[src/design/mci_pkg.sv]
// Shared constants and types of the meter command interpreter
package mci_pkg;
  // Register byte offsets
  localparam logic [7:0] MCI_OFS_CTRL = 8'h00;
  localparam logic [7:0] MCI_OFS_STATUS = 8'h04;
  localparam logic [7:0] MCI_OFS_SETTINGS = 8'h08;
  localparam logic [7:0] MCI_OFS_MEAS = 8'h0C;
  localparam logic [7:0] MCI_OFS_IRQ_STAT = 8'h10;
  localparam logic [7:0] MCI_OFS_IRQ_MASK = 8'h14;
  // Field positions
  localparam int MCI_CTRL_COMPAT_BIT = 0;
  localparam int MCI_CTRL_CONT_BIT = 1;
  localparam int MCI_STAT_RUN_BIT = 0;
  localparam int MCI_OP_EOC_BIT = 8;
  localparam int MCI_QUES_ERR_BIT = 9;
  localparam int MCI_SET_COMP_BIT = 4;
  localparam int MCI_SET_CONTR_LSB = 8;
  localparam int MCI_IRQ_NAK_BIT = 0;
  localparam int MCI_IRQ_NEW_BIT = 1;
  localparam int MCI_IRQ_ERR_BIT = 2;
  // Access levels and contrast in tenths
  localparam logic [2:0] MCI_LVL_START = 3'h1;
  localparam logic [2:0] MCI_LVL_RANGE = 3'h2;
  localparam logic [2:0] MCI_LVL_LIMIT = 3'h3;
  localparam logic [2:0] MCI_LVL_FULL = 3'h4;
  localparam logic [3:0] MCI_CONTR_MAX = 4'hA;
  // Values after reset
  localparam logic [2:0] MCI_RST_LEVEL = 3'h4;
  localparam logic [3:0] MCI_RST_CONTR = 4'h5;
  localparam logic MCI_RST_COMPAT = 1'b0;
  localparam logic MCI_RST_CONT = 1'b1;
  localparam logic [15:0] MCI_IDN_TAG = 16'hD1D0; // Arbitrary value

  typedef enum logic [4:0] {
    MCI_OP_IDN = 5'h00,
    MCI_OP_INIT = 5'h01,
    MCI_OP_ABORT = 5'h02,
    MCI_OP_FETCH = 5'h03,
    MCI_OP_RANGE = 5'h04,
    MCI_OP_LIMIT = 5'h05,
    MCI_OP_ACCESS = 5'h06,
    MCI_OP_CONTRAST = 5'h07,
    MCI_OP_COMP_EN = 5'h08,
    MCI_OP_OTHER = 5'h09,
    MCI_OP_DRY = 5'h0A,
    MCI_OP_LEG_A = 5'h10,
    MCI_OP_LEG_READ = 5'h11,
    MCI_OP_ADDR_GRP = 5'h12,
    MCI_OP_ADDR_USR = 5'h13,
    MCI_OP_CONTACT_V = 5'h14,
    MCI_OP_RANGE_SAVE = 5'h15,
    MCI_OP_DISP_TEST = 5'h16,
    MCI_OP_KEY_LOCK = 5'h17
  } mci_op_e;

  typedef enum logic [1:0] {
    MCI_ST_IDLE = 2'b01,
    MCI_ST_RUN = 2'b10
  } mci_run_e;

  typedef struct packed {
    mci_op_e op;
    logic query;
    logic has_param;
    logic short_form;
    logic [15:0] param;
  } mci_cmd_s;

  typedef struct packed {
    logic valid;
    logic ack;
    logic nak;
    logic [31:0] data;
  } mci_rsp_s;

  typedef struct packed {
    mci_run_e run;
    logic compat;
    logic cont;
    logic [2:0] level;
    logic [3:0] contrast;
    logic comp_en;
    logic eoc;
    logic qerr;
    logic [31:0] meas_buf;
    logic [2:0] irq_stat;
    logic [2:0] irq_mask;
    logic irq;
    logic wb_ack;
    logic [31:0] wb_dat;
    mci_rsp_s rsp;
  } mci_state_s;
endpackage

[src/design/mci_core.sv]
// Meter command interpreter: decoded commands in, ACK/NAK answers out
// Operation
// - Legacy commands are recognized only while compatibility mode is on.
// - Group or user address setting commands always answer NAK.
// - Legacy combined legacy_command_a and legacy read commands answer NAK.
// - Dry-contact function and its voltage limit command answer NAK.
// - Identification query returns a new string holding the device identifier.
// - Continuous mode writes the newest value into the output buffer.
// - Continuous mode sets operation status bit 8 on a valid value.
// - Continuous mode sets questionable status bit 9 while an error exists.
// - Access level gates functions: 1 start/stop, 2 range, 3 limits, 4 all.
// - Contrast takes 0.0 to 1.0, minimum to maximum.
// - Contrast query returns the setting with one decimal digit.
// - Comparator enable command: 1 or ON enables, 0 or OFF disables.
// - Comparator enable query answers 1 when enabled, 0 when disabled.
// - Range save, segment test and keypad lock answer ACK, no effect.
// - Long and short spellings of a command behave identically.
// - Query with parameters sets first, then returns the resulting value.
//
// The Wishbone slave port and the register offsets were left to the implementer.
`timescale 1ns/1ps
module mci_core #(
  parameter int AW = 8,
  parameter logic [15:0] DEV_ID = 16'h0001 // Arbitrary identifier value
) (
  // Clock and reset
  input wire logic clk_i,
  input wire logic rst_i,
  // Wishbone slave
  input wire logic wb_cyc_i,
  input wire logic wb_stb_i,
  input wire logic wb_we_i,
  input wire logic [AW-1:0] wb_adr_i,
  input wire logic [3:0] wb_sel_i,
  input wire logic [31:0] wb_dat_i,
  output logic [31:0] wb_dat_o,
  output logic wb_ack_o,
  // Decoded command in, answer out
  input wire logic cmd_valid_i,
  input wire mci_pkg::mci_cmd_s cmd_i,
  output mci_pkg::mci_rsp_s rsp_o,
  // Measurement source
  input wire logic meas_valid_i,
  input wire logic [31:0] meas_value_i,
  input wire logic meas_error_i,
  // Interrupt
  output logic irq_o
);
  if (AW < 5 || AW > 8) begin : g_aw_check
    $error("AW must lie between 5 and 8");
  end

  mci_pkg::mci_state_s s_reg;
  mci_pkg::mci_state_s s_next;
  logic [7:0] adr;
  logic wb_hit;
  logic wb_wr;
  logic ok;
  logic legacy;
  logic [2:0] need;
  logic [31:0] dat;
  logic [2:0] ev;
  logic capture;

  assign adr = 8'(wb_adr_i) & 8'hFC;
  assign wb_hit = wb_cyc_i & wb_stb_i & ~s_reg.wb_ack;
  assign wb_wr = wb_hit & wb_we_i;
  assign legacy = cmd_i.op >= mci_pkg::MCI_OP_LEG_A;
  assign capture = (s_reg.run == mci_pkg::MCI_ST_RUN) & s_reg.cont & meas_valid_i;

  // Least access level each command needs
  always_comb begin
    unique case (cmd_i.op)
      mci_pkg::MCI_OP_RANGE: need = mci_pkg::MCI_LVL_RANGE;
      mci_pkg::MCI_OP_LIMIT: need = mci_pkg::MCI_LVL_LIMIT;
      mci_pkg::MCI_OP_CONTRAST, mci_pkg::MCI_OP_COMP_EN, mci_pkg::MCI_OP_OTHER:
        need = mci_pkg::MCI_LVL_FULL;
      default: need = mci_pkg::MCI_LVL_START;
    endcase
  end

  always_comb begin
    s_next = s_reg;
    ok = 1'b1;
    dat = 32'h0000_0000;
    ev = 3'h0;
    s_next.rsp = '0;
    s_next.wb_ack = wb_hit;
    s_next.wb_dat = 32'h0000_0000;

    // Short and long spellings arrive as the same opcode; short_form is ignored
    if (cmd_valid_i) begin
      unique case (cmd_i.op)
        mci_pkg::MCI_OP_IDN: dat = {mci_pkg::MCI_IDN_TAG, DEV_ID};
        mci_pkg::MCI_OP_INIT: s_next.run = mci_pkg::MCI_ST_RUN;
        mci_pkg::MCI_OP_ABORT: s_next.run = mci_pkg::MCI_ST_IDLE;
        mci_pkg::MCI_OP_FETCH: begin
          dat = s_reg.meas_buf;
          s_next.eoc = 1'b0;
        end
        mci_pkg::MCI_OP_RANGE, mci_pkg::MCI_OP_LIMIT, mci_pkg::MCI_OP_OTHER: ok = 1'b1;
        mci_pkg::MCI_OP_ACCESS: begin
          if (cmd_i.has_param) begin
            if (cmd_i.param >= 16'(mci_pkg::MCI_LVL_START) &&
                cmd_i.param <= 16'(mci_pkg::MCI_LVL_FULL)) begin
              s_next.level = cmd_i.param[2:0];
            end else begin
              ok = 1'b0;
            end
          end
          dat = 32'(s_next.level);
        end
        mci_pkg::MCI_OP_CONTRAST: begin
          if (cmd_i.has_param) begin
            if (cmd_i.param <= 16'(mci_pkg::MCI_CONTR_MAX)) begin
              s_next.contrast = cmd_i.param[3:0];
            end else begin
              ok = 1'b0;
            end
          end
          // Tenths give exactly one decimal digit
          dat = 32'(s_next.contrast);
        end
        mci_pkg::MCI_OP_COMP_EN: begin
          if (cmd_i.has_param) begin
            if (cmd_i.param <= 16'h0001) begin
              s_next.comp_en = cmd_i.param[0];
            end else begin
              ok = 1'b0;
            end
          end
          dat = 32'(s_next.comp_en);
        end
        mci_pkg::MCI_OP_DRY, mci_pkg::MCI_OP_CONTACT_V: ok = 1'b0;
        mci_pkg::MCI_OP_LEG_A, mci_pkg::MCI_OP_LEG_READ: ok = 1'b0;
        mci_pkg::MCI_OP_ADDR_GRP, mci_pkg::MCI_OP_ADDR_USR: ok = 1'b0;
        mci_pkg::MCI_OP_RANGE_SAVE, mci_pkg::MCI_OP_DISP_TEST,
        mci_pkg::MCI_OP_KEY_LOCK: ok = 1'b1;
        default: ok = 1'b0;
      endcase
      if (s_reg.level < need) begin
        ok = 1'b0;
      end
      if (legacy && !s_reg.compat) begin
        ok = 1'b0;
      end
      // A refused command must not leave a partial change behind
      if (!ok) begin
        s_next.level = s_reg.level;
        s_next.contrast = s_reg.contrast;
        s_next.comp_en = s_reg.comp_en;
        s_next.run = s_reg.run;
        s_next.eoc = s_reg.eoc;
        ev[mci_pkg::MCI_IRQ_NAK_BIT] = 1'b1;
      end
      s_next.rsp.valid = 1'b1;
      s_next.rsp.ack = ok;
      s_next.rsp.nak = ~ok;
      s_next.rsp.data = (ok && cmd_i.query) ? dat : 32'h0000_0000;
    end

    // Capture after the fetch so a new value in the same cycle keeps bit 8 set
    if (capture) begin
      s_next.meas_buf = meas_value_i;
      s_next.eoc = 1'b1;
      s_next.qerr = meas_error_i;
      ev[mci_pkg::MCI_IRQ_NEW_BIT] = 1'b1;
      ev[mci_pkg::MCI_IRQ_ERR_BIT] = meas_error_i;
    end

    // Register writes; status clears lose against events of the same cycle
    if (wb_wr && wb_sel_i[0]) begin
      unique case (adr)
        mci_pkg::MCI_OFS_CTRL: begin
          s_next.compat = wb_dat_i[mci_pkg::MCI_CTRL_COMPAT_BIT];
          s_next.cont = wb_dat_i[mci_pkg::MCI_CTRL_CONT_BIT];
        end
        mci_pkg::MCI_OFS_IRQ_STAT: s_next.irq_stat = s_reg.irq_stat & ~wb_dat_i[2:0];
        mci_pkg::MCI_OFS_IRQ_MASK: s_next.irq_mask = wb_dat_i[2:0];
        default: s_next.irq_mask = s_next.irq_mask;
      endcase
    end
    s_next.irq_stat = s_next.irq_stat | ev;
    s_next.irq = |(s_next.irq_stat & s_next.irq_mask);

    if (wb_hit && !wb_we_i) begin
      unique case (adr)
        mci_pkg::MCI_OFS_CTRL: begin
          s_next.wb_dat[mci_pkg::MCI_CTRL_COMPAT_BIT] = s_reg.compat;
          s_next.wb_dat[mci_pkg::MCI_CTRL_CONT_BIT] = s_reg.cont;
        end
        mci_pkg::MCI_OFS_STATUS: begin
          s_next.wb_dat[mci_pkg::MCI_STAT_RUN_BIT] = s_reg.run == mci_pkg::MCI_ST_RUN;
          s_next.wb_dat[mci_pkg::MCI_OP_EOC_BIT] = s_reg.eoc;
          s_next.wb_dat[mci_pkg::MCI_QUES_ERR_BIT] = s_reg.qerr;
        end
        mci_pkg::MCI_OFS_SETTINGS: begin
          s_next.wb_dat[2:0] = s_reg.level;
          s_next.wb_dat[mci_pkg::MCI_SET_COMP_BIT] = s_reg.comp_en;
          s_next.wb_dat[mci_pkg::MCI_SET_CONTR_LSB +: 4] = s_reg.contrast;
        end
        mci_pkg::MCI_OFS_MEAS: s_next.wb_dat = s_reg.meas_buf;
        mci_pkg::MCI_OFS_IRQ_STAT: s_next.wb_dat[2:0] = s_reg.irq_stat;
        mci_pkg::MCI_OFS_IRQ_MASK: s_next.wb_dat[2:0] = s_reg.irq_mask;
        default: s_next.wb_dat = 32'h0000_0000;
      endcase
    end
  end

  always_ff @(posedge clk_i) begin
    if (rst_i) begin
      s_reg <= '0;
      s_reg.run <= mci_pkg::MCI_ST_IDLE;
      s_reg.compat <= mci_pkg::MCI_RST_COMPAT;
      s_reg.cont <= mci_pkg::MCI_RST_CONT;
      s_reg.level <= mci_pkg::MCI_RST_LEVEL;
      s_reg.contrast <= mci_pkg::MCI_RST_CONTR;
    end else begin
      s_reg <= s_next;
    end
  end

  assign wb_dat_o = s_reg.wb_dat;
  assign wb_ack_o = s_reg.wb_ack;
  assign rsp_o = s_reg.rsp;
  assign irq_o = s_reg.irq;
endmodule

[config.mk]
export PLATFORM = sky130hd
export DESIGN_NAME = mci_core
export DESIGN_NICKNAME = d
export VERILOG_FILES = /design/src/design/mci_pkg.sv /design/src/design/mci_core.sv
export SDC_FILE = /design/constraint.sdc
export NUM_CORES = 1
export LEC_CHECK = 0
export BUFFER_PORTS_ARGS = -buffer_cell sky130_fd_sc_hd__buf_4
export CORE_MARGIN = 8
export CORE_UTILIZATION = 25
export DETAILED_ROUTE_END_ITERATION = 8
export GPL_TIMING_DRIVEN = 0
export HOLD_SLACK_MARGIN = 0.12
export PLACE_DENSITY_LB_ADDON = 0.05
export SLEW_MARGIN = 15
export SYNTH_ARGS = -nofsm -noshare
export SYNTH_HDL_FRONTEND = slang
export SYNTH_SLANG_ARGS = --single-unit
[constraint.sdc]
create_clock -name clk_i -period 5.6 [get_ports clk_i]
set_input_delay 0.28 -clock clk_i [delete_from_list [all_inputs] [get_ports clk_i]]
set_output_delay 0.28 -clock clk_i [all_outputs]
set_load 0.01 [all_outputs]
After elaboration in Yosys (flattened, before gate mapping)
Cells that the tools add are included.
{"block": "classes", "n_lt_le_gt_ge": 6, "n_eq_ne": 18, "n_mux": 37, "bitwise_logic": 15, "reduce_logical": 26}
{"cell": "$pmux W32 S5", "n": 1}
{"cell": "$mux W35", "n": 1}
{"cell": "$mux W34", "n": 1}
{"cell": "$mux W32", "n": 1}
{"cell": "$eq A5 B3 Y1 const B", "n": 4}
{"cell": "$ge A16 B1 Y1 const B", "n": 1}
{"cell": "$le A16 B1 Y1 const B", "n": 1}
{"cell": "$le A16 B3 Y1 const B", "n": 1}
{"cell": "$le A16 B4 Y1 const B", "n": 1}
{"cell": "$mux W1", "n": 16}
{"cell": "$eq A5 B5 Y1 const B", "n": 3}
{"cell": "$reduce_and A3 Y1", "n": 5}
{"cell": "$eq A6 B2 Y1 const B", "n": 2}
{"cell": "$eq A6 B3 Y1 const B", "n": 2}
{"cell": "$mux W3", "n": 4}
{"cell": "$reduce_or A3 Y1", "n": 4}
{"cell": "$eq A5 B2 Y1 const B", "n": 2}
{"cell": "$eq A5 B4 Y1 const B", "n": 2}
{"cell": "$reduce_or A10 Y1", "n": 1}
{"cell": "$pmux W3 S3", "n": 1}
{"cell": "$logic_not A8 Y1", "n": 1}
{"cell": "$mux W4", "n": 2}
{"cell": "$pmux W1 S4", "n": 2}
{"cell": "$pmux W2 S2", "n": 2}
{"cell": "other kinds (22)", "n": 41}
{"block": "totals", "regBits": 121, "input_bits": 108, "output_inout_bits": 69, "elab_cells": 121}

Longest topological paths before layout
Gate-level depths: netlist of run 1.
{"block": "depth", "ltp_word": 13, "mapped_depth": 11}

Worst setup path after synthesis of run 1
OpenSTA, ideal clock, no wires.
{"block": "synth_timing", "path_kind": "input to register", "start": "in cmd_i[21] in the netlist's numbering", "end": "reg s_reg[112] in the netlist's numbering", "arrival_ps": 2354, "t_required_ps": 5478, "path_slack_ps": 3124, "cell_stages": 10, "cell_sequence": "buf_2 > or3b_1 > a21o_1 > ha_1 > o21a_1 > o211ai_1 > a21oi_1 > o21a_1 > nand2_1 > a221o_1"}
{"block": "synth_via", "elab_chain_cells": 8, "elab_cells_between_ends": 24, "classes_between": "order compare (2); eq/ne (12); mux (5); reduce/logical (5)"}
{"item": "from (decl)", "line": "mci_core.sv:40", "source": "input wire mci_pkg::mci_cmd_s cmd_i,"}
{"item": "$eq A5 B4 Y1 or $eq A5 B3 Y1 (tied branches)", "line": "mci_core.sv:73, mci_core.sv:93"}
{"item": "$reduce_or A3 Y1", "line": "mci_core.sv:73", "source": "unique case (cmd_i.op)"}
{"item": "$pmux W3 S3", "line": "mci_core.sv:73"}
{"item": "$lt A3 B3 Y1", "line": "mci_core.sv:141", "source": "if (s_reg.level < need) begin"}
{"item": "$mux W1", "line": "mci_core.sv:141"}
{"item": "$mux W1", "line": "mci_core.sv:144", "source": "if (legacy && !s_reg.compat) begin"}
{"item": "$mux W1", "line": "mci_core.sv:92", "source": "if (cmd_valid_i) begin"}
{"item": "$reduce_and A3 Y1 (no source line) *"}
{"item": "to (signal assigned)", "line": "mci_core.sv:219", "source": "s_reg <= s_next;"}
{"item": "to (decl)", "line": "mci_core.sv:53", "source": "mci_pkg::mci_state_s s_reg;"}
Every way passes the cells marked *; elsewhere a longest branch is shown, timed or not. The select of a mux whose other input is x is not followed.
A chain may end at the register's enable or synchronous reset.

Final worst setup path of run 1
{"block": "layout_timing", "start": "in cmd_i[23] in the netlist's numbering", "end": "reg s_reg[116] in the netlist's numbering"}
Same word-level chain as after synthesis.

==> results_dict.tcl, run 1 <==
set metrics [dict create \
    slew_headroom_pct 26.3 \
    fp.dieH_um 159 \
    yosysTopAreaCell "dfxtp_1" \
    maxSlewViolCount 0 \
    die_area_um2 25100 \
    cp-end-kind "flop" \
    synth.avg_cell_area_um2 8.90 \
    numClockSinks 121 \
    grt_pass1_wl_um 24700 \
    cts_root_buf "clkbuf_16" \
    critical_path_class "input port to flop" \
    initial_utilization_pct 25.3 \
    final_nets 868 \
    cts.clk_slew.worst_paths_ns 0.05 \
    dp.cells 980 \
    largest_reg_flops 52 \
    wl_per_cell_um 15.0 \
    synth_seq_area_share_pct 47.7 \
    async_reset_ff_share_pct 0 \
    hold_viol 0 \
    postLayoutCoreUtil_pct 36.5 \
    rsz0062_at_grt "no" \
    die_w_um 159 \
    max_cap_violations 0 \
    finalSetupViolCount 0 \
    drc 0 \
    finalCriticalPeriod_ns 2.76 \
    cp.required_ns 5.90 \
    cts_setup_buffers 0 \
    yosys.area.top_type_share_pct 47.7 \
    crit_arrival_ns 3.05 \
    synthToLayoutAreaGrowth_pct 44.4 \
    fin_setup_tns_ns 0 \
    grt-ovfl-total 0 \
    peakVddDrop_mv 0.220 \
    synth-edff-count 0 \
    layout.cells.non_filler 1041 \
    hold_path.class "input port to flop" \
    worst_slew_pin_slew_ns 1.10 \
    p_leak_nw 3.11 \
    grt_antenna_before_repair 0 \
    outcome "complete, no violations" \
    port_buffers 139 \
    top_level_ports 177 \
    holdWs_ns 0.136 \
    routed_wl_um 15700 \
    p_per_area_nw_per_um2 280 \
    crit_fanout 10 \
    place_congestion 0.807 \
    cp-start-kind "input port" \
    rows 52 \
    numCtsBuffers 17 \
    drt_iter0_drc 201 \
    synthCells 571 \
    netlist_top_cells_area "dfxtp_1, buf_4, nand2_1, and2_1, a21oi_1" \
    first_pass_iters 4 \
    num_antenna_cells 0 \
    ys_warn_count 0 \
    fin_skew_ns 0.0107 \
    synthFlopType "dfxtp_1" \
    grt_pass1_vias 4683 \
    syn_area_um2 5080 \
    finalCritPeriodShare_pct 49.3 \
    cts_tree "done" \
    drive_above_1_share_pct 32.8 \
    grt_max_degree 17 \
    syn_nets 681 \
    gr-usage-all-layers_pct 13.0 \
    fp.coreArea_um2 20100 \
    num_vias 4426 \
    dp_hpwl_um 11900 \
    clock_latency_ns 0.41 \
    viasPerCell 4.25 \
    htree_levels 4 \
    ys_seq_elements 121 \
    ant_nets 0 \
    clk_path_buf_depth 2 \
    max_freq_ghz 0.363 \
    power_mw 2.06 \
    post_synth_num_cell_types 55 \
]
## cell type report
type | instances | area, um^2
Timing Repair Buffer | 168 | 1330
Tap cell | 270 | 338
Fill cell | 2094 | 12800
Buffer | 94 | 608
Clock buffer | 19 | 443
Clock inverter | 13 | 144
Inverter | 7 | 26.3
Sequential cell | 121 | 2420
Multi-Input combinational cell | 349 | 2020
## repair_timing
action / 4_1_cts / 5_1_grt
hold endpoints to repair: 29 / 0
gates resized for setup: 0 / 0
hold buffers: 29 / 0
endpoints found under the setup margin: 0 / 0
## layout by cell type (no fill, tap or decap), types with 3 or more instances in the layout
| master | instances |
|---|---|
| buf_4 | 206 |
| dfxtp_1 | 121 |
| nand2_1 | 92 |
| a21oi_1 | 52 |
| and2_1 | 49 |
| dlygate4sd3_1 | 29 |
| nor2_1 | 28 |
| clkbuf_1 | 23 |
| clkbuf_16 | 17 |
| mux2i_1 | 14 |
| nand3_1 | 14 |
| inv_1 | 7 |
| a22oi_1 | 7 |
| o21ai_0 | 7 |
| nor2b_1 | 6 |
| nor3_1 | 5 |
| clkinv_4 | 5 |
| o211ai_1 | 4 |
| or3_1 | 4 |
| nand2b_1 | 4 |
| nor4_1 | 4 |
| a211o_1 | 4 |
| mux2_2 | 4 |
| a211oi_1 | 3 |
| or3b_1 | 3 |
| a21o_1 | 3 |
| and3_1 | 3 |
| or2_2 | 3 |
| clkinv_2 | 3 |
## worst max-delay path, cell delays in order
cell and delay, ns:
buf_4 0.12, clkbuf_1 0.23, nor3b_1 0.53, nand2b_1 0.14, ha_1 0.31, o21a_1 0.11
o211ai_1 0.08, a21oi_1 0.47, o21a_1 0.39, nand2_1 0.10, a221o_1 0.29
## metal layers
layer | global-route usage, % | up-vias | wire [um]
met5 | 0 | - | 0
met3 | 4.29 | 11 | 1020
met1 | 15.2 | 2047 | 6850
met2 | 21.9 | 122 | 7650
li1 | - | 2246 | -
met4 | 4.00 | 0 | 142
## logic make-up after synthesis
family	after synthesis	synth area share, %
buffers and inverters	101	12.5
and+or+nand+nor	225	21.8
DFF	121	47.7
muxes	18	3.64
xor gates and xnor gates	1	0.172
AOI/OAI and AO/OA	103	13.7
adders and majority gates	2	0.492
## synth_stat cells (3+ instances only)
cell / number
clkbuf_1: 22
nor4_1: 4
buf_4: 67
and2_1: 49
a22oi_1: 7
or3_1: 4
or2_2: 3
nand2_1: 92
dfxtp_1: 121
a21oi_1: 52
nor3_1: 5
and3_1: 3
mux2_2: 4
mux2i_1: 14
a211oi_1: 3
o21ai_0: 7
inv_1: 7
a21o_1: 3
nor2_1: 28
a211o_1: 4
or3b_1: 3
nand2b_1: 4
nand3_1: 14
o211ai_1: 4
nor2b_1: 6
## power by group
| group | internal [mW] | leakage (nW) | switching, mW | total, mW |
|---|---|---|---|---|
| clock network | 0.670 | 0.288 | 0.408 | 1.08 |
| logic | 0.0616 | 1.85 | 0.0525 | 0.114 |
| registers | 0.863 | 0.975 | 0.000970 | 0.864 |
| total | 1.59 | 3.11 | 0.461 | 2.06 |
## path summary, 6_finish.rpt
check | from | endpoint | slack [ns] | depth (start not counted)
min | meas_value_i[2] | s_reg[77]$_SDFFE_PP0P_ | 0.14 | 3
max | cmd_i[23] | s_reg[116]$_SDFFE_PP1P_ | 2.84 | 11
min reg2reg | s_reg[101]$_SDFFE_PP0P_ | s_reg[101]$_SDFFE_PP0P_ | 0.46 | 2
max reg2reg | s_reg[116]$_SDFFE_PP1P_ | s_reg[116]$_SDFFE_PP1P_ | 3.33 | 7
## through the flow
stage,area (um^2),setup slack (ns)
final,7340,2.84
after global routing,7340,2.53
after CTS,7340,2.91
after detailed placement,6460,2.47
after global placement,6460,2.49
after floorplan,5080,3.12
Power figures use the tool's default switching activity.
==> inputs of run 2 (changes only) <==
==> constraint.sdc (replaced) <==
create_clock -name clk_i -period 2.8 [get_ports clk_i]
set_input_delay 0.14 -clock clk_i [delete_from_list [all_inputs] [get_ports clk_i]]
set_output_delay 0.14 -clock clk_i [all_outputs]
set_load 0.01 [all_outputs]
==> run 2 against run 1 <==
Compared with the run above: first-iteration DRC count increased by 15%; flip-flop and latch count did not move; largest power group unchanged; core utilization rose by 0.72 points; sequential power up 100%; highest routed layer unchanged.
==> results_dict.tcl, run 2 (synthesized netlist as in run 1, its figures left out) <==
set metrics [dict create \
    cts_tree "done" \
    outcome "complete, no violations" \
    crit_fanout 10 \
    power_mw 4.13 \
    crit_path_cell_trace "dlygate4sd3_1 > buf_4 > or3b_1 > a2111oi_0 > a32o_1 > o2111ai_4 > nor2_2 > clkbuf_2 > and2_1" \
    slowest_delay_ns 0.53 \
    numClockSinks 121 \
    cp-end-kind "flop" \
    maxSlewViolCount 0 \
    fin_skew_ns 0.0109 \
    cts_root_buf "clkbuf_16" \
    fp.coreArea_um2 20100 \
    dp_worst_setup_slack_ns -0.191 \
    combPwrFrac_pct 5.9 \
    ant_nets 0 \
    final_nets 882 \
    grt-ovfl-total 0 \
    peakVddDrop_mv 0.439 \
    place_congestion 0.807 \
    cp-start-kind "input port" \
    drive_above_1_share_pct 32.4 \
    cp.required_ns 3.15 \
    dp_hpwl_um 11900 \
    critPathSlowestCell "dlygate4sd3_1" \
    slew_headroom_pct 24.7 \
    power_switching_mw 0.929 \
    grt_max_degree 17 \
    internal_power_mw 3.20 \
    routed_wl_um 15800 \
    die_area_um2 25100 \
    viasPerCell 4.23 \
    holdWs_ns 0.142 \
    rows 52 \
    cp_top_family "compound AO/OA/AOI/OAI gates" \
    initial_utilization_pct 25.3 \
    top_level_ports 177 \
    worst_slew_pin_slew_ns 1.12 \
    finalSetupViolCount 0 \
    num_vias 4460 \
    cts.clk_slew.worst_paths_ns 0.06 \
    max_cap_violations 0 \
    drc 0 \
    clk_path_buf_depth 2 \
    numCtsBuffers 17 \
    max_freq_ghz 0.385 \
    final_cell_mix "buf_4, dfxtp_1, nand2_1" \
    rsz0062_at_grt "no" \
    gr-usage-all-layers_pct 13.0 \
    largest_reg_flops 52 \
    fp.dieH_um 159 \
    wl_per_cell_um 14.9 \
    synthToLayoutAreaGrowth_pct 47.3 \
    port_buffers 139 \
    grt_pass1_vias 4780 \
    first_pass_iters 4 \
    p_per_area_nw_per_um2 552 \
    drt_iter0_drc 232 \
    p_sw_share_pct 22.5 \
    power_frac_seq_pct 41.8 \
    final_common_cell "buf_4" \
    regToRegSetupSlack_ns 0.49 \
    num_antenna_cells 0 \
    clock_latency_ns 0.41 \
    die_w_um 159 \
    critical_path_class "input port to flop" \
    finalCriticalPeriod_ns 2.60 \
    crit_arrival_ns 2.95 \
    htree_levels 4 \
    hold_viol 0 \
    p_leak_nw 3.17 \
    hold_path.class "input port to flop" \
    finalWorstSetupSlack_ns 0.205 \
    p_clk_share_pct 52.2 \
    grt_antenna_before_repair 0 \
    grt_pass1_wl_um 24900 \
    critPathBufInv 3 \
    finalCritPeriodShare_pct 92.7 \
]
[run 2: stage by stage]
stage          util, %  std cells  cell area [um^2]  setup TNS, ns
2_1_floorplan        -        571              5080              0
3_3_place_gp      32.1        980              6460          -3.27
3_5_place_dp      32.1        980              6460          -4.29
4_1_cts           37.2       1055              7480              0
5_1_grt           37.2       1055              7480              0
6_report          37.2       1055              7480              0
[run 2: worst paths after layout]
path                           startpoint                 endpoint  depth (start not counted)
setup / recovery                 cmd_i[1]      rsp_o[9]$_SDFF_PP0_                          9
hold / removal                wb_adr_i[5]   wb_dat_o[4]$_SDFF_PP0_                          4
setup reg to reg  s_reg[116]$_SDFFE_PP1P_  s_reg[116]$_SDFFE_PP1P_                          7
hold reg to reg   s_reg[102]$_SDFFE_PP0P_  s_reg[102]$_SDFFE_PP0P_                          2
[run 2: what timing repair did]
action / in CTS / in global routing
setup buffers: 0 / 0
hold buffers: 43 / 0
gates resized for setup: 0 / 1
hold endpoints to repair: 54 / 0
setup endpoints to repair: 0 / 24
[run 2: layer usage]
metal  routed length (um)  vias up  global-route usage [%]
met1                 6890     2044                    15.4
met5                    0        -                       0
met2                 7680      136                    22.1
met4                  140        0                    4.00
li1                     -     2269                       -
met3                 1050       11                    4.10
[run 2: power groups by stage]
stage,Sequential [mW],Clock [mW],Combinational (mW)
floorplan,1.77,0,0.0736
global placement,1.77,0,0.195
detailed placement,1.77,0,0.197
CTS,1.73,2.21,0.247
global route,1.73,2.29,0.267
finish,1.73,2.16,0.245
[run 2: layout make-up]
class                      instances  area, um^2
tap                              270         338
sequential                       121        2420
clock inverter                    13         144
multi-input combinational        349        2030
timing repair buffer             182        1470
buffer                            94         608
clock buffer                      19         443
inverter                           7        26.3
fill                            2079       12600
[run 2: tightest hold or removal path: stages]
cell,delay [ns]
buf_4,0.09
nor3b_1,0.06
nand2_1,0.15
nor2_1,0.06
==> inputs of run 3 (changes only) <==
==> constraint.sdc (replaced) <==
create_clock -name clk_i -period 3.2 [get_ports clk_i]
set_input_delay 0.16 -clock clk_i [delete_from_list [all_inputs] [get_ports clk_i]]
set_output_delay 0.16 -clock clk_i [all_outputs]
set_load 0.01 [all_outputs]
==> run 3 against run 2 <==
Compared with the run above: non-clock buffer count unchanged; largest power group unchanged; setup slack improved by 0.36 ns; sequential share of layout area about the same; highest routed layer unchanged.
==> results_dict.tcl, run 3 (synthesized netlist as in run 1, its figures left out) <==
set metrics [dict create \
    num_antenna_cells 0 \
    wl_per_cell_um 14.9 \
    power_switching_mw 0.810 \
    ant_nets 0 \
    r2r-end "s_reg[112]$_SDFFE_PP1P_" \
    viasPerCell 4.27 \
    cts_tree "done" \
    top_level_ports 177 \
    routed_wl_um 15700 \
    cp.required_ns 3.50 \
    min_to "s_reg[118]$_SDFFE_PP0P_" \
    drc 0 \
    cts_setup_buffers 0 \
    finalCritPeriodShare_pct 82.3 \
    worst_slew_pin_slew_ns 1.11 \
    initial_utilization_pct 25.3 \
    regToRegSetupSlack_ns 0.92 \
    die_w_um 159 \
    numCtsBuffers 17 \
    first_pass_iters 4 \
    p_clk_share_pct 52.2 \
    hold_depth 4 \
    rsz0062_at_grt "no" \
    drt_iter0_drc 209 \
    fp.dieH_um 159 \
    dp_hpwl_um 11900 \
    num_vias 4502 \
    power_frac_seq_pct 41.9 \
    cp-start-kind "input port" \
    drive_above_1_share_pct 32.2 \
    grt_pass1_vias 4780 \
    cp-end-kind "flop" \
    cts.clk_slew.worst_paths_ns 0.06 \
    p_sw_share_pct 22.4 \
    combPwrFrac_pct 5.9 \
    crit_fanout 10 \
    synthToLayoutAreaGrowth_pct 47.2 \
    outcome "complete, no violations" \
    nFillCells 2080 \
    gr-usage-all-layers_pct 13.0 \
    final_nets 882 \
    port_buffers 139 \
    fin_skew_ns 0.0106 \
    grt_max_degree 17 \
    max_freq_ghz 0.380 \
    rows 52 \
    maxSlewViolCount 0 \
    r2r-start "s_reg[116]$_SDFFE_PP1P_" \
    fin_setup_tns_ns 0 \
    place_congestion 0.807 \
    grt_pass1_wl_um 24900 \
    cts_root_buf "clkbuf_16" \
    critical_path_class "input port to flop" \
    clock_latency_ns 0.41 \
    final_cell_mix "buf_4, dfxtp_1, nand2_1" \
    grt-ovfl-total 0 \
    hp-start "wb_adr_i[2]" \
    finalCriticalPeriod_ns 2.63 \
    rr_worst_depth 7 \
    clk_path_buf_depth 2 \
    p_leak_nw 3.17 \
    peakVddDrop_mv 0.384 \
    crit_arrival_ns 2.93 \
    slew_headroom_pct 25.3 \
    numClockSinks 121 \
    finalSetupViolCount 0 \
    grt_antenna_before_repair 0 \
    hold_path.class "input port to flop" \
    largest_reg_flops 52 \
    internal_power_mw 2.80 \
    max_cap_violations 0 \
    hold_viol 0 \
    fp.coreArea_um2 20100 \
    final_common_cell "buf_4" \
    layout.cells.non_filler 1055 \
    p_per_area_nw_per_um2 483 \
    htree_levels 4 \
    dp.cells 980 \
    die_area_um2 25100 \
]
-- run 3: cell counts in the layout (fill, tap and decap cells not counted) --
Identical to the previous run, type by type.
-- run 3: cell type report --
cell class              count  area [um^2]  area share (%)
well taps                 270          338            4.52
clock inverters            13          144            1.92
plain buffers              94          608            8.13
clock buffers              19          443            5.92
repair buffers            182         1470            19.7
inverters                   7         26.3           0.351
multi-input cells         349         2020            27.1
flip-flops and latches    121         2420            32.4
-- run 3: worst max-delay path: stages --
cell,delay [ns]
buf_4,0.12
clkbuf_1,0.22
nor3b_1,0.53
nand2b_1,0.14
ha_1,0.31
o21a_1,0.11
o211ai_1,0.08
a21oi_1,0.47
o21a_1,0.39
nand2_1,0.09
a221o_1,0.30
-- run 3: through the flow --
stage	setup slack, ns	hold slack, ns	cell area (um^2)	utilization, %	total power [mW]
after floorplan	0.844	0.246	5080	-	1.61
after global placement	0.212	0.410	6460	32.1	1.72
after detailed placement	0.189	0.418	6460	32.1	1.72
after CTS	0.536	0.144	7480	37.2	3.66
after global routing	0.245	0.186	7480	37.2	3.75
final	0.565	0.170	7480	37.2	3.61
-- run 3: worst max-delay path by stage --
stage / start / endpoint / slack (ns) / cells past startpoint
after floorplan: cmd_i[21] / s_reg[112]$_SDFFE_PP1P_ / 0.84 / 10
after global placement: cmd_i[23] / s_reg[112]$_SDFFE_PP1P_ / 0.21 / 11
after detailed placement: cmd_i[23] / rsp_o[9]$_SDFF_PP0_ / 0.19 / 12
after CTS: cmd_i[1] / rsp_o[9]$_SDFF_PP0_ / 0.54 / 9
after global routing: cmd_i[23] / s_reg[112]$_SDFFE_PP1P_ / 0.25 / 11
final: cmd_i[23] / s_reg[112]$_SDFFE_PP1P_ / 0.57 / 11
-- run 3: power groups by stage --
stage | combinational, mW | sequential, mW | clock, mW
floorplan | 0.0644 | 1.55 | 0
global placement | 0.171 | 1.55 | 0
detailed placement | 0.172 | 1.55 | 0
CTS | 0.216 | 1.51 | 1.94
global route | 0.233 | 1.51 | 2.00
finish | 0.214 | 1.51 | 1.89
-- run 3: per-layer routing --
layer | vias to the layer above | wire length, um | GRT usage (%)
li1 | 2275 | - | -
met1 | 2089 | 6920 | 15.4
met2 | 127 | 7700 | 22.1
met3 | 11 | 982 | 4.10
met4 | 0 | 142 | 4.00
met5 | - | 0 | 0
-- run 3: timing repair --
| item | 4_1_cts | 5_1_grt |
|---|---|---|
| resized for setup | 0 | 0 |
| endpoints found under the hold margin | 49 | 0 |
| hold buffers | 43 | 0 |
